## src/dif_pkg.sv

```systemverilog
/*
  Shared constants for the drive input and output function logic:
  register offsets, field positions, reset values, function codes and the
  timing counts. Assumes a 25 MHz system clock.
*/
package dif_pkg;
  // Clock and timer tick
  localparam int unsigned CLK_HZ = 25000000;
  localparam int unsigned TICK_MS = 100;
  localparam int unsigned TICK_CYC = CLK_HZ / 1000 * TICK_MS;
  localparam int unsigned TICK_W = 22;

  // Register byte offsets
  localparam logic [7:0] REG_CTRL = 8'h00;
  localparam logic [7:0] REG_TMR = 8'h04;
  localparam logic [7:0] REG_FUNC = 8'h08;
  localparam logic [7:0] REG_SPEED = 8'h0c;
  localparam logic [7:0] REG_STAT = 8'h10;
  localparam logic [7:0] REG_FUNC_HI = 8'h14;

  // CTRL fields
  localparam int CTRL_POLICY_LSB = 0;
  localparam int CTRL_ENC_PARAM = 2;
  localparam int CTRL_PM_MODE = 3;
  localparam int CTRL_FAULT_CLR = 4;
  localparam int CTRL_CLOSE_LSB = 8;
  localparam logic [1:0] POLICY_MANUAL = 2'h0;
  localparam logic [1:0] POLICY_AUTO = 2'h1;
  localparam logic [1:0] POLICY_OFF = 2'h2;
  localparam logic [1:0] POLICY_RST = POLICY_MANUAL;

  // TMR fields: delays in 0.1 s units, default 0.0 s
  localparam int TMR_ON_LSB = 0;
  localparam int TMR_OFF_LSB = 16;
  localparam logic [15:0] TMR_DLY_RST = 16'h0000;

  // FUNC fields: one byte per terminal, inputs a..e then outputs a..c
  localparam int N_IN = 5;
  localparam int N_OUT = 3;
  localparam logic [7:0] IN_FN_RST = 8'h00;
  localparam logic [7:0] OUT_FN_RST = 8'h00;

  // Function codes
  localparam logic [7:0] FN_IN_TIMER = 8'h18;
  localparam logic [7:0] FN_IN_CONT_FB = 8'h86;
  localparam logic [7:0] FN_IN_ENC_DIR = 8'h89;
  localparam logic [7:0] FN_IN_MOTOR2 = 8'h16;
  localparam logic [7:0] FN_OUT_TIMER = 8'h12;
  localparam logic [7:0] FN_OUT_MOTOR2 = 8'h1c;

  // Speed reference reset, 0.00 Hz in 0.01 Hz units
  localparam logic [15:0] SPEED2_RST = 16'h0000;

  // Contactor close delay, 0.1 s units
  localparam logic [7:0] CLOSE_DLY_RST = 8'h05;

  // STAT fields
  localparam int STAT_FAULT = 0;
  localparam int STAT_TIMER = 1;
  localparam int STAT_MOTOR2 = 2;
  localparam int STAT_ENC_CCW = 3;
endpackage : dif_pkg

```

## src/dif_timer_if.sv

```systemverilog
/*
  Interface between the top and the on/off delay timer.
  Assumes one clock domain shared by both ends.
*/
`timescale 1ns/1ns
`default_nettype none
interface dif_timer_if;
  logic tick;
  logic in_level;
  logic [15:0] on_dly;
  logic [15:0] off_dly;
  logic out_level;
  modport ctl (output tick, output in_level, output on_dly,
    output off_dly, input out_level);
  modport tmr (input tick, input in_level, input on_dly,
    input off_dly, output out_level);
endinterface : dif_timer_if
`default_nettype wire

```

## src/dif_timer.sv

```systemverilog
/*
  On/off delay timer counted in 0.1 s ticks.
  Assumes tick is a one-cycle enable from the top's divider.
*/
`timescale 1ns/1ns
`default_nettype none
module dif_timer (
  // Clock and reset
  input wire logic CLK_I,
  input wire logic RST_N_I,
  // Timer link
  dif_timer_if.tmr tif
);
  logic out_q, out_d;
  logic prev_q, prev_d;
  logic [15:0] cnt_q, cnt_d;

  always_comb begin
    out_d = out_q;
    prev_d = tif.in_level;
    cnt_d = cnt_q;
    if (tif.in_level != prev_q) begin
      cnt_d = 16'h0000;
    end else if (tif.in_level != out_q) begin
      // Strictly longer than the delay: output moves past the last tick
      if (tif.in_level && cnt_q > tif.on_dly) begin
        out_d = 1'b1;
      end else if (!tif.in_level && cnt_q > tif.off_dly) begin
        out_d = 1'b0;
      end else if (tif.tick && cnt_q != 16'hffff) begin
        cnt_d = cnt_q + 16'h0001;
      end
    end else begin
      cnt_d = 16'h0000;
    end
  end

  always_ff @(posedge CLK_I) begin
    if (!RST_N_I) begin
      out_q <= 1'b0;
      prev_q <= 1'b0;
      cnt_q <= 16'h0000;
    end else begin
      out_q <= out_d;
      prev_q <= prev_d;
      cnt_q <= cnt_d;
    end
  end

  assign tif.out_level = out_q;
endmodule : dif_timer
`default_nettype wire

```

## src/dif_top.sv

```systemverilog
/*
  Drive multifunction input/output logic: timer, contactor answer-back
  supervision, encoder direction input and second motor selection.
  Assumes synchronous terminal inputs, 25 MHz clock, AHB-Lite register bus.
*/
// Contract
// - Timer output sets after input on longer than the ON-delay.
// - Timer output clears after input off longer than the OFF-delay.
// - Both delays reset to zero; locked while the drive runs.
// - Input code 18 is timer input; output code 12 timer output.
// - Input code 86 is answer-back; missing answer raises contactor fault.
// - Policy 0 manual clear, 1 auto clear at stop, 2 no detection.
// - Fault if answer-back is on before the close command.
// - Fault if answer-back misses the close delay after close command.
// - Fault if answer-back drops while the drive runs.
// - Input code 89 sets encoder direction: open CW, closed CCW.
// - With code 89 assigned, the direction parameter is ignored.
// - Input code 16 selects motor 1 when off, motor 2 when on.
// - Output code 1C shows the selected motor set.
// - Motor 2 uses its own speed reference except in service speed.
// - Brake and contactor sequence is the same for both motors.
// - Motor 2 selection is unavailable in PM closed-loop vector.
// - With motor 2, brake sequence and rescue stay active.
// - Motor-select output off for motor 1, on for motor 2.
`timescale 1ns/1ns
`default_nettype none
module dif_top (
  // Clock and reset
  input wire logic CLK_I,
  input wire logic RST_N_I,
  // AHB-Lite slave
  input wire logic HSEL_I,
  input wire logic [7:0] HADDR_I,
  input wire logic [1:0] HTRANS_I,
  input wire logic HWRITE_I,
  input wire logic [2:0] HSIZE_I,
  input wire logic [31:0] HWDATA_I,
  input wire logic HREADY_I,
  output logic [31:0] HRDATA_O,
  output logic HREADYOUT_O,
  output logic HRESP_O,
  // Terminals
  input wire logic [4:0] IN_TERM_I,
  output logic [2:0] OUT_TERM_O,
  // Drive state
  input wire logic RUNNING_I,
  input wire logic CONTACTOR_CLOSE_I,
  input wire logic SERVICE_SPEED_I,
  input wire logic [15:0] SPEED_REF_I,
  input wire logic FAULT_RESET_I,
  // Results
  output logic CONTACTOR_FAULT_O,
  output logic ENC_DIR_CCW_O,
  output logic MOTOR2_SEL_O,
  output logic [15:0] SPEED_REF_O
);
  // Bus registers
  logic [1:0] policy_q, policy_d;
  logic enc_param_q, enc_param_d;
  logic pm_mode_q, pm_mode_d;
  logic [15:0] on_dly_q, on_dly_d, off_dly_q, off_dly_d;
  logic [63:0] func_q, func_d;
  logic [15:0] speed2_q, speed2_d;
  logic [7:0] close_dly_q, close_dly_d;
  logic wr_ph_q, wr_ph_d;
  logic [7:0] addr_q, addr_d;
  logic [31:0] rdata_q, rdata_d;
  logic clr_req;
  // Divider
  logic [21:0] div_q, div_d;
  logic tick;
  // Contactor supervision
  typedef enum logic [2:0] {
    DIF_IDLE = 3'b001,
    DIF_WAIT = 3'b010,
    DIF_CLOSED = 3'b100
  } dif_cst_t;
  dif_cst_t cst_q, cst_d;
  logic [7:0] wait_q, wait_d;
  logic fault_q, fault_d;
  logic run_q, run_d;
  logic [15:0] spd_q, spd_d;

  // Whether any input terminal has a given function, and its level
  function automatic logic in_has(input logic [63:0] f,
                                  input logic [7:0] code);
    in_has = 1'b0;
    for (int i = 0; i < dif_pkg::N_IN; i++) begin
      if (f[i*8 +: 8] == code) in_has = 1'b1;
    end
  endfunction : in_has

  function automatic logic in_lvl(input logic [63:0] f,
                                  input logic [4:0] pins,
                                  input logic [7:0] code);
    in_lvl = 1'b0;
    for (int i = 0; i < dif_pkg::N_IN; i++) begin
      if (f[i*8 +: 8] == code && pins[i]) in_lvl = 1'b1;
    end
  endfunction : in_lvl

  logic tmr_in, fb_on, fb_used, enc_used, enc_lvl, m2_lvl, m2_sel, tmr_out;
  always_comb begin
    tmr_in = in_lvl(func_q, IN_TERM_I, dif_pkg::FN_IN_TIMER);
    fb_used = in_has(func_q, dif_pkg::FN_IN_CONT_FB);
    fb_on = in_lvl(func_q, IN_TERM_I, dif_pkg::FN_IN_CONT_FB);
    enc_used = in_has(func_q, dif_pkg::FN_IN_ENC_DIR);
    enc_lvl = in_lvl(func_q, IN_TERM_I, dif_pkg::FN_IN_ENC_DIR);
    m2_lvl = in_lvl(func_q, IN_TERM_I, dif_pkg::FN_IN_MOTOR2);
    m2_sel = m2_lvl && !pm_mode_q;
  end

  // Timer
  dif_timer_if tif ();
  assign tif.tick = tick;
  assign tif.in_level = tmr_in;
  assign tif.on_dly = on_dly_q;
  assign tif.off_dly = off_dly_q;
  assign tmr_out = tif.out_level;

  dif_timer u_timer (
    .CLK_I(CLK_I),
    .RST_N_I(RST_N_I),
    .tif(tif)
  );

  // 0.1 s tick divider; the count is a package constant, so short runs
  // never see a tick and the timer cannot move within them
  always_comb begin
    tick = (div_q == 22'(dif_pkg::TICK_CYC - 1));
    div_d = tick ? 22'h000000 : div_q + 22'h000001;
  end

  // Bus: zero wait states, writes land in the data phase
  always_comb begin
    policy_d = policy_q;
    enc_param_d = enc_param_q;
    pm_mode_d = pm_mode_q;
    on_dly_d = on_dly_q;
    off_dly_d = off_dly_q;
    func_d = func_q;
    speed2_d = speed2_q;
    close_dly_d = close_dly_q;
    clr_req = 1'b0;
    addr_d = addr_q;
    wr_ph_d = 1'b0;
    rdata_d = rdata_q;
    if (HSEL_I && HREADY_I && HTRANS_I[1]) begin
      addr_d = HADDR_I;
      wr_ph_d = HWRITE_I;
      unique case (HADDR_I)
        dif_pkg::REG_CTRL: begin
          // Fault clear bit is write-only and reads back as zero
          rdata_d = 32'h00000000;
          rdata_d[dif_pkg::CTRL_POLICY_LSB +: 2] = policy_q;
          rdata_d[dif_pkg::CTRL_ENC_PARAM] = enc_param_q;
          rdata_d[dif_pkg::CTRL_PM_MODE] = pm_mode_q;
          rdata_d[dif_pkg::CTRL_CLOSE_LSB +: 8] = close_dly_q;
        end
        dif_pkg::REG_TMR: rdata_d = {off_dly_q, on_dly_q};
        dif_pkg::REG_FUNC: rdata_d = func_q[31:0];
        dif_pkg::REG_FUNC_HI: rdata_d = func_q[63:32];
        dif_pkg::REG_SPEED: rdata_d = {16'h0000, speed2_q};
        dif_pkg::REG_STAT: rdata_d = {28'h0000000, ENC_DIR_CCW_O,
          m2_sel, tmr_out, fault_q};
        default: rdata_d = 32'h00000000;
      endcase
    end
    if (wr_ph_q) begin
      unique case (addr_q)
        dif_pkg::REG_CTRL: begin
          // Settings hold while running; fault clear taken even while running, acted on under policy 0 only
          if (!RUNNING_I) begin
            policy_d = HWDATA_I[dif_pkg::CTRL_POLICY_LSB +: 2];
            enc_param_d = HWDATA_I[dif_pkg::CTRL_ENC_PARAM];
            pm_mode_d = HWDATA_I[dif_pkg::CTRL_PM_MODE];
            close_dly_d = HWDATA_I[dif_pkg::CTRL_CLOSE_LSB +: 8];
          end
          clr_req = HWDATA_I[dif_pkg::CTRL_FAULT_CLR];
        end
        dif_pkg::REG_TMR: begin
          if (!RUNNING_I) begin
            on_dly_d = HWDATA_I[dif_pkg::TMR_ON_LSB +: 16];
            off_dly_d = HWDATA_I[dif_pkg::TMR_OFF_LSB +: 16];
          end
        end
        dif_pkg::REG_FUNC: if (!RUNNING_I) func_d[31:0] = HWDATA_I;
        dif_pkg::REG_FUNC_HI: if (!RUNNING_I) func_d[63:32] = HWDATA_I;
        dif_pkg::REG_SPEED: if (!RUNNING_I) speed2_d = HWDATA_I[15:0];
        default: begin
        end
      endcase
    end
  end

  // Contactor answer-back supervision; same sequence for both motors
  always_comb begin
    cst_d = cst_q;
    wait_d = wait_q;
    fault_d = fault_q;
    run_d = RUNNING_I;
    // Clears first, so a fault raised below in the same cycle wins
    if (policy_q == dif_pkg::POLICY_MANUAL && (clr_req || FAULT_RESET_I))
      fault_d = 1'b0;
    if (policy_q == dif_pkg::POLICY_AUTO && run_q && !RUNNING_I)
      fault_d = 1'b0;
    unique case (cst_q)
      DIF_IDLE: begin
        wait_d = 8'h00;
        if (CONTACTOR_CLOSE_I) cst_d = DIF_WAIT;
      end
      DIF_WAIT: begin
        if (!CONTACTOR_CLOSE_I) cst_d = DIF_IDLE;
        else if (fb_on) cst_d = DIF_CLOSED;
        else if (wait_q >= close_dly_q) begin
          fault_d = 1'b1;
          cst_d = DIF_IDLE;
        end else if (tick) wait_d = wait_q + 8'h01;
      end
      DIF_CLOSED: begin
        if (!CONTACTOR_CLOSE_I) cst_d = DIF_IDLE;
        else if (!fb_on && RUNNING_I) fault_d = 1'b1;
      end
      default: cst_d = DIF_IDLE;
    endcase
    // Welded contact: answer-back already on before the close command
    if (cst_q == DIF_IDLE && !CONTACTOR_CLOSE_I && fb_on) begin
      fault_d = 1'b1;
    end
    if (policy_q == dif_pkg::POLICY_OFF || !fb_used) begin
      fault_d = 1'b0;
      cst_d = DIF_IDLE;
    end
  end

  // Speed reference select
  always_comb begin
    spd_d = (m2_sel && !SERVICE_SPEED_I) ? speed2_q : SPEED_REF_I;
  end

  always_ff @(posedge CLK_I) begin
    if (!RST_N_I) begin
      policy_q <= dif_pkg::POLICY_RST;
      enc_param_q <= 1'b0;
      pm_mode_q <= 1'b0;
      on_dly_q <= dif_pkg::TMR_DLY_RST;
      off_dly_q <= dif_pkg::TMR_DLY_RST;
      func_q <= 64'h0000000000000000;
      speed2_q <= dif_pkg::SPEED2_RST;
      close_dly_q <= dif_pkg::CLOSE_DLY_RST;
      wr_ph_q <= 1'b0;
      addr_q <= 8'h00;
      rdata_q <= 32'h00000000;
      div_q <= 22'h000000;
      cst_q <= DIF_IDLE;
      wait_q <= 8'h00;
      fault_q <= 1'b0;
      run_q <= 1'b0;
      spd_q <= 16'h0000;
    end else begin
      policy_q <= policy_d;
      enc_param_q <= enc_param_d;
      pm_mode_q <= pm_mode_d;
      on_dly_q <= on_dly_d;
      off_dly_q <= off_dly_d;
      func_q <= func_d;
      speed2_q <= speed2_d;
      close_dly_q <= close_dly_d;
      wr_ph_q <= wr_ph_d;
      addr_q <= addr_d;
      rdata_q <= rdata_d;
      div_q <= div_d;
      cst_q <= cst_d;
      wait_q <= wait_d;
      fault_q <= fault_d;
      run_q <= run_d;
      spd_q <= spd_d;
    end
  end

  // Outputs
  always_comb begin
    for (int j = 0; j < dif_pkg::N_OUT; j++) begin
      unique case (func_q[(dif_pkg::N_IN + j)*8 +: 8])
        dif_pkg::FN_OUT_TIMER: OUT_TERM_O[j] = tmr_out;
        dif_pkg::FN_OUT_MOTOR2: OUT_TERM_O[j] = m2_sel;
        default: OUT_TERM_O[j] = 1'b0;
      endcase
    end
  end

  // Input level wins over the parameter whenever the input is assigned
  assign ENC_DIR_CCW_O = enc_used ? enc_lvl : enc_param_q;
  assign MOTOR2_SEL_O = m2_sel;
  assign CONTACTOR_FAULT_O = fault_q;
  assign SPEED_REF_O = spd_q;
  assign HRDATA_O = rdata_q;
  assign HREADYOUT_O = 1'b1;
  assign HRESP_O = 1'b0;
endmodule : dif_top
`default_nettype wire

```

## config.mk

```make
export PLATFORM = sky130hd
export DESIGN_NAME = dif_top
export DESIGN_NICKNAME = d
export VERILOG_FILES = /design/src/dif_pkg.sv /design/src/dif_timer_if.sv /design/src/dif_timer.sv /design/src/dif_top.sv
export SDC_FILE = /design/constraint.sdc
export NUM_CORES = 1
export LEC_CHECK = 0
export BUFFER_PORTS_ARGS = -buffer_cell sky130_fd_sc_hd__clkbuf_2
export CAP_MARGIN = 20
export CORE_ASPECT_RATIO = 0.75
export CORE_UTILIZATION = 32
export CTS_CLUSTER_SIZE = 40
export DETAILED_ROUTE_END_ITERATION = 8
export PLACE_DENSITY = 0.63
export SETUP_SLACK_MARGIN = 0.4
export SLEW_MARGIN = 15
export SYNTH_ARGS = -nofsm -noshare
export SYNTH_HDL_FRONTEND = slang
export SYNTH_HIERARCHICAL = 1
export SYNTH_SLANG_ARGS = --single-unit
```

## constraint.sdc

```tcl
create_clock -name CLK_I -period 2.5 [get_ports CLK_I]
set_input_delay 0.25 -clock CLK_I [delete_from_list [all_inputs] [get_ports CLK_I]]
set_output_delay 0.25 -clock CLK_I [all_outputs]
set_load 0.1 [all_outputs]
```

==> impl_metrics.json <==
{
  "r2r-end": "SPEED_REF_O[13]$_SDFF_PN0_",
  "slew_viol_final": 0,
  "grt_pass1_vias": 10493,
  "insertedDiodeCount": 0,
  "ys_types": 71,
  "die_area_um2": 36700,
  "die_h_um": 166,
  "grt.busiest_layer": "met1",
  "fillers": 3340,
  "cts-htree-levels": 1,
  "cp_common_cell": "buf_12",
  "yosysWarnings": 6,
  "vdd_drop_max_v": 0.000412,
  "p_clk_frac": 0.457,
  "multi_input_area_um2": 6950,
  "drt-pass1-iter-count": 9,
  "gp_congestion": 0.932,
  "clock-sinks": 234,
  "synthCells": 1359,
  "maxCapViolCount": 0,
  "slowest_delay_ns": 0.53,
  "wire_per_inst_um": 18.6,
  "clkSlewWorstSetupHoldPaths_ns": 0.06,
  "p_int_uw": 5980,
  "max_slew_margin": 0.464,
  "portBuffers": 124,
  "clk-insertion-delay-late_ns": 0.55,
  "root_buffer": "clkbuf_16",
  "track_usage": 0.209,
  "drive_gt1_frac": 0.285,
  "post-route-drc-count": 0,
  "crit_required_ns": 2.25,
  "io-pin-count": 131,
  "grt-ovfl-total": 0,
  "max_freq_mhz": 347,
  "ys_ff_latch": 234,
  "power.net_switching_uw": 1900,
  "fin_crit_sh": 1.15,
  "grt_pass1_wl_um": 60900,
  "rsz0062_at_grt": "yes",
  "antenna_left": 0,
  "final_util": 0.457,
  "ff_latch_area_um2": 4720,
  "yosysSeqAreaShare": 0.407,
  "dpl.hpwl_um": 28100,
  "path_cells": "or4_4 > o21a_1 > a31oi_4 > buf_12 > a41oi_4 > nor4_4 > buf_12",
  "wirelength_um": 39600,
  "arrival_ns": 2.63,
  "critPathLaunch": "func_q[5]$_SDFFE_PN0P_",
  "tightest_slew_ns": 0.803,
  "avgSynthCellArea_um2": 8.47,
  "row_count": 59,
  "status": "complete, but fails checks",
  "met3_usage": 0.0391,
  "hold_class": "in2reg",
  "path_buf_inv": 2,
  "async_reset_ff_frac": 0,
  "reg2regPathDepth": 16,
  "power_density_nw_per_um2": 492,
  "synth_edf_count": 0,
  "cts_tree": "yes",
  "core_area_um2": 35100,
  "routed_via_density": 5.25,
  "leakage_uw": 0.00619,
  "syn_area_um2": 11500,
  "cts_made_buffers": 25,
  "use_met2": 0.307,
  "grt_util_met1": 0.311,
  "hold_violations": 0,
  "switching_share": 0.241,
  "die_w_um": 221,
  "fin_worst_skew_ns": 0.0227,
  "violations": "negative setup slack",
  "cp-endpoint": "OUT_TERM_O[1]",
  "p_seq_frac": 0.479,
  "syn_to_final_growth_pct": 39.2,
  "crit_family": "simple AND/OR/NAND/NOR gates",
  "clk_path_buf_depth": 3,
  "p_comb_frac": 0.064,
  "syn_nets": 1477,
  "start_kind": "register",
  "r2r_setup_slack_ns": -0.36,
  "grt_max_degree": 54,
  "drtIter0Drc": 1177,
  "critPathMaxFanout": 4,
  "initial_core_util": 0.328,
  "crit_path_top_delay_cell": "or4_4",
  "antenna_found_initial": 0,
  "dp_slack_ns": -0.231,
  "rr_startpoint": "func_q[5]$_SDFFE_PN0P_",
  "endpoint_kind": "output port",
  "vias": 11213,
  "path_depth": 7,
  "nNetsFinal": 1779,
  "setup_viol": 38,
  "synthFlopType": "dfxtp_1",
  "criticalPathCategory": "reg2out",
  "final.setup.worst_slack_ns": -0.384,
  "fin_crit_ns": 2.88
}
[metal layers]
metal,share of wire,vias up
li1,-,5382
met1,0.49,5439
met2,0.42,335
met3,0.066,57
met4,0.023,0
met5,0,-
[cell families after synthesis]
family | count (synthesis) | synth area share
buffers and inverters | 135 | 0.0487
flip-flops | 234 | 0.407
AND/OR/NAND/NOR | 583 | 0.243
adder cells (fa/ha/maj) | 43 | 0.0467
XOR/XNOR | 20 | 0.0152
other | 2 | 0.000652
AO/OA/AOI/OAI | 271 | 0.168
multiplexers | 71 | 0.0715
[layout make-up]
class,instances,area share
clock inverter,4,0.00148
clock buffer,39,0.0467
multi-input combinational,992,0.434
timing repair buffer,350,0.174
sequential,234,0.295
inverter,58,0.0137
tap,457,0.0357
[worst register-to-register path: cells and delay by family (launching register included)]
family	cells	cell delay, ns
mux	1	0.20
compound gates	2	0.40
buf+inv	11	1.14
flops	1	0.32
simple gates	2	0.74
[flip-flops by register name, indices dropped and copies added, names as in the netlist]
name                   flops
off_dly_q                 16
on_dly_q                  16
div_q                     22
enc_param_q                1
u_timer/prev_q             1
policy_q                   2
close_dly_q                8
wait_q                     8
CONTACTOR_FAULT_O          1
wr_ph_q                    1
SPEED_REF_O               16
HRDATA_O                  32
u_timer/tif.out_level      1
func_q                    64
speed2_q                  16
cst_q                      3
pm_mode_q                  1
addr_q                     8
u_timer/cnt_q             16
run_q                      1
[placed cells by master (no fill, tap or decap), types with 6 or more instances in the layout]
cell type        n
nand4_1         24
dlygate4sd3_1   39
dfxtp_2         26
or4_1            7
ha_1            39
and2_1          10
nor2_1          44
o21ai_2          6
dfxtp_1        206
inv_1           56
clkbuf_2       118
nand2_1        323
xnor2_1          6
mux4_2           9
nand3_1         34
buf_6           29
a222oi_1        17
a21oi_1         21
buf_4          146
xor2_1          14
a21oi_2          6
nor2b_1         30
clkbuf_8         7
clkbuf_16       26
buf_12          15
o211ai_1         8
a21boi_0       105
clkbuf_1         7
nand2b_1        13
o21ai_0         37
mux2i_1         61
o21ai_1          6
and3_1          18
a22oi_1         11
[cells in the mapped netlist (all sizes together), types with 4 or more instances]
cell type,n,share of area
nor3b,4,0.0026
nor4b,14,0.011
a21boi,107,0.070
a22oi,12,0.0078
nor2,48,0.017
and4,6,0.0046
nor2b,32,0.017
nor3,7,0.0030
nand4,24,0.013
nand2b,13,0.0071
o21ai,49,0.021
a222oi,17,0.015
nor4,10,0.0060
nor4bb,4,0.0035
mux4,9,0.018
ha,43,0.047
or4,10,0.0065
and3,20,0.011
nand3,38,0.017
a21oi,31,0.013
a221oi,5,0.0038
mux2i,62,0.054
and2,11,0.0060
xnor2,6,0.0046
clkbuf,56,0.018
inv,58,0.019
a211oi,7,0.0050
buf,21,0.012
nand2,326,0.11
o211ai,8,0.0052
dfxtp,234,0.41
a41oi,4,0.0030
xor2,14,0.011
[what timing repair did]
item | 4_1_cts | 5_1_grt
hold buffers | 39 | 0
setup endpoints to repair | 47 | 75
resized for setup | 91 | 64
gates cloned | 5 | 0
pin swaps | 38 | 32
buffers inserted | 24 | 20
endpoints found under the hold margin | 70 | 0
[worst min-delay path by stage]
stage | slack (ns) | cells past startpoint | endpoint | startpoint
after global routing | 0.02 | 3 | addr_q[0]$_SDFFE_PN0P_ | HADDR_I[0]
after detailed placement | 0.45 | 2 | HRDATA_O[9]$_SDFFE_PN0P_ | HRDATA_O[9]$_SDFFE_PN0P_
after CTS | 0.001 | 3 | addr_q[0]$_SDFFE_PN0P_ | HADDR_I[0]
after global placement | 0.44 | 2 | HRDATA_O[17]$_SDFFE_PN0P_ | HRDATA_O[17]$_SDFFE_PN0P_
after floorplan | 0.37 | 1 | run_q$_SDFF_PN0_ | RUNNING_I
final | 0.02 | 3 | func_q[29]$_SDFFE_PN0P_ | HWDATA_I[29]
[power groups by stage]
stage	clock, uW	combinational, uW	sequential [uW]
floorplan	0	161	3960
global placement	0	439	3850
detailed placement	0	442	3850
CTS	3670	499	3770
global route	3860	535	3770
finish	3600	505	3770
[per-stage QoR]
stage | setup TNS, ns | cells | area, um2 | hold WS [ns] | total power, uW
2_1_floorplan | -1.94 | 1359 | 11700 | 0.372 | 4120
3_3_place_gp | -2.10 | 2003 | 13700 | 0.439 | 4290
3_5_place_dp | -2.21 | 2003 | 13700 | 0.447 | 4290
4_1_cts | -3.36 | 2114 | 15600 | 0.00125 | 7940
5_1_grt | -12.89 | 2134 | 16000 | 0.0158 | 8160
6_report | -9.90 | 2134 | 16000 | 0.0161 | 7880
Note: power is estimated with default switching activity, not from simulation.
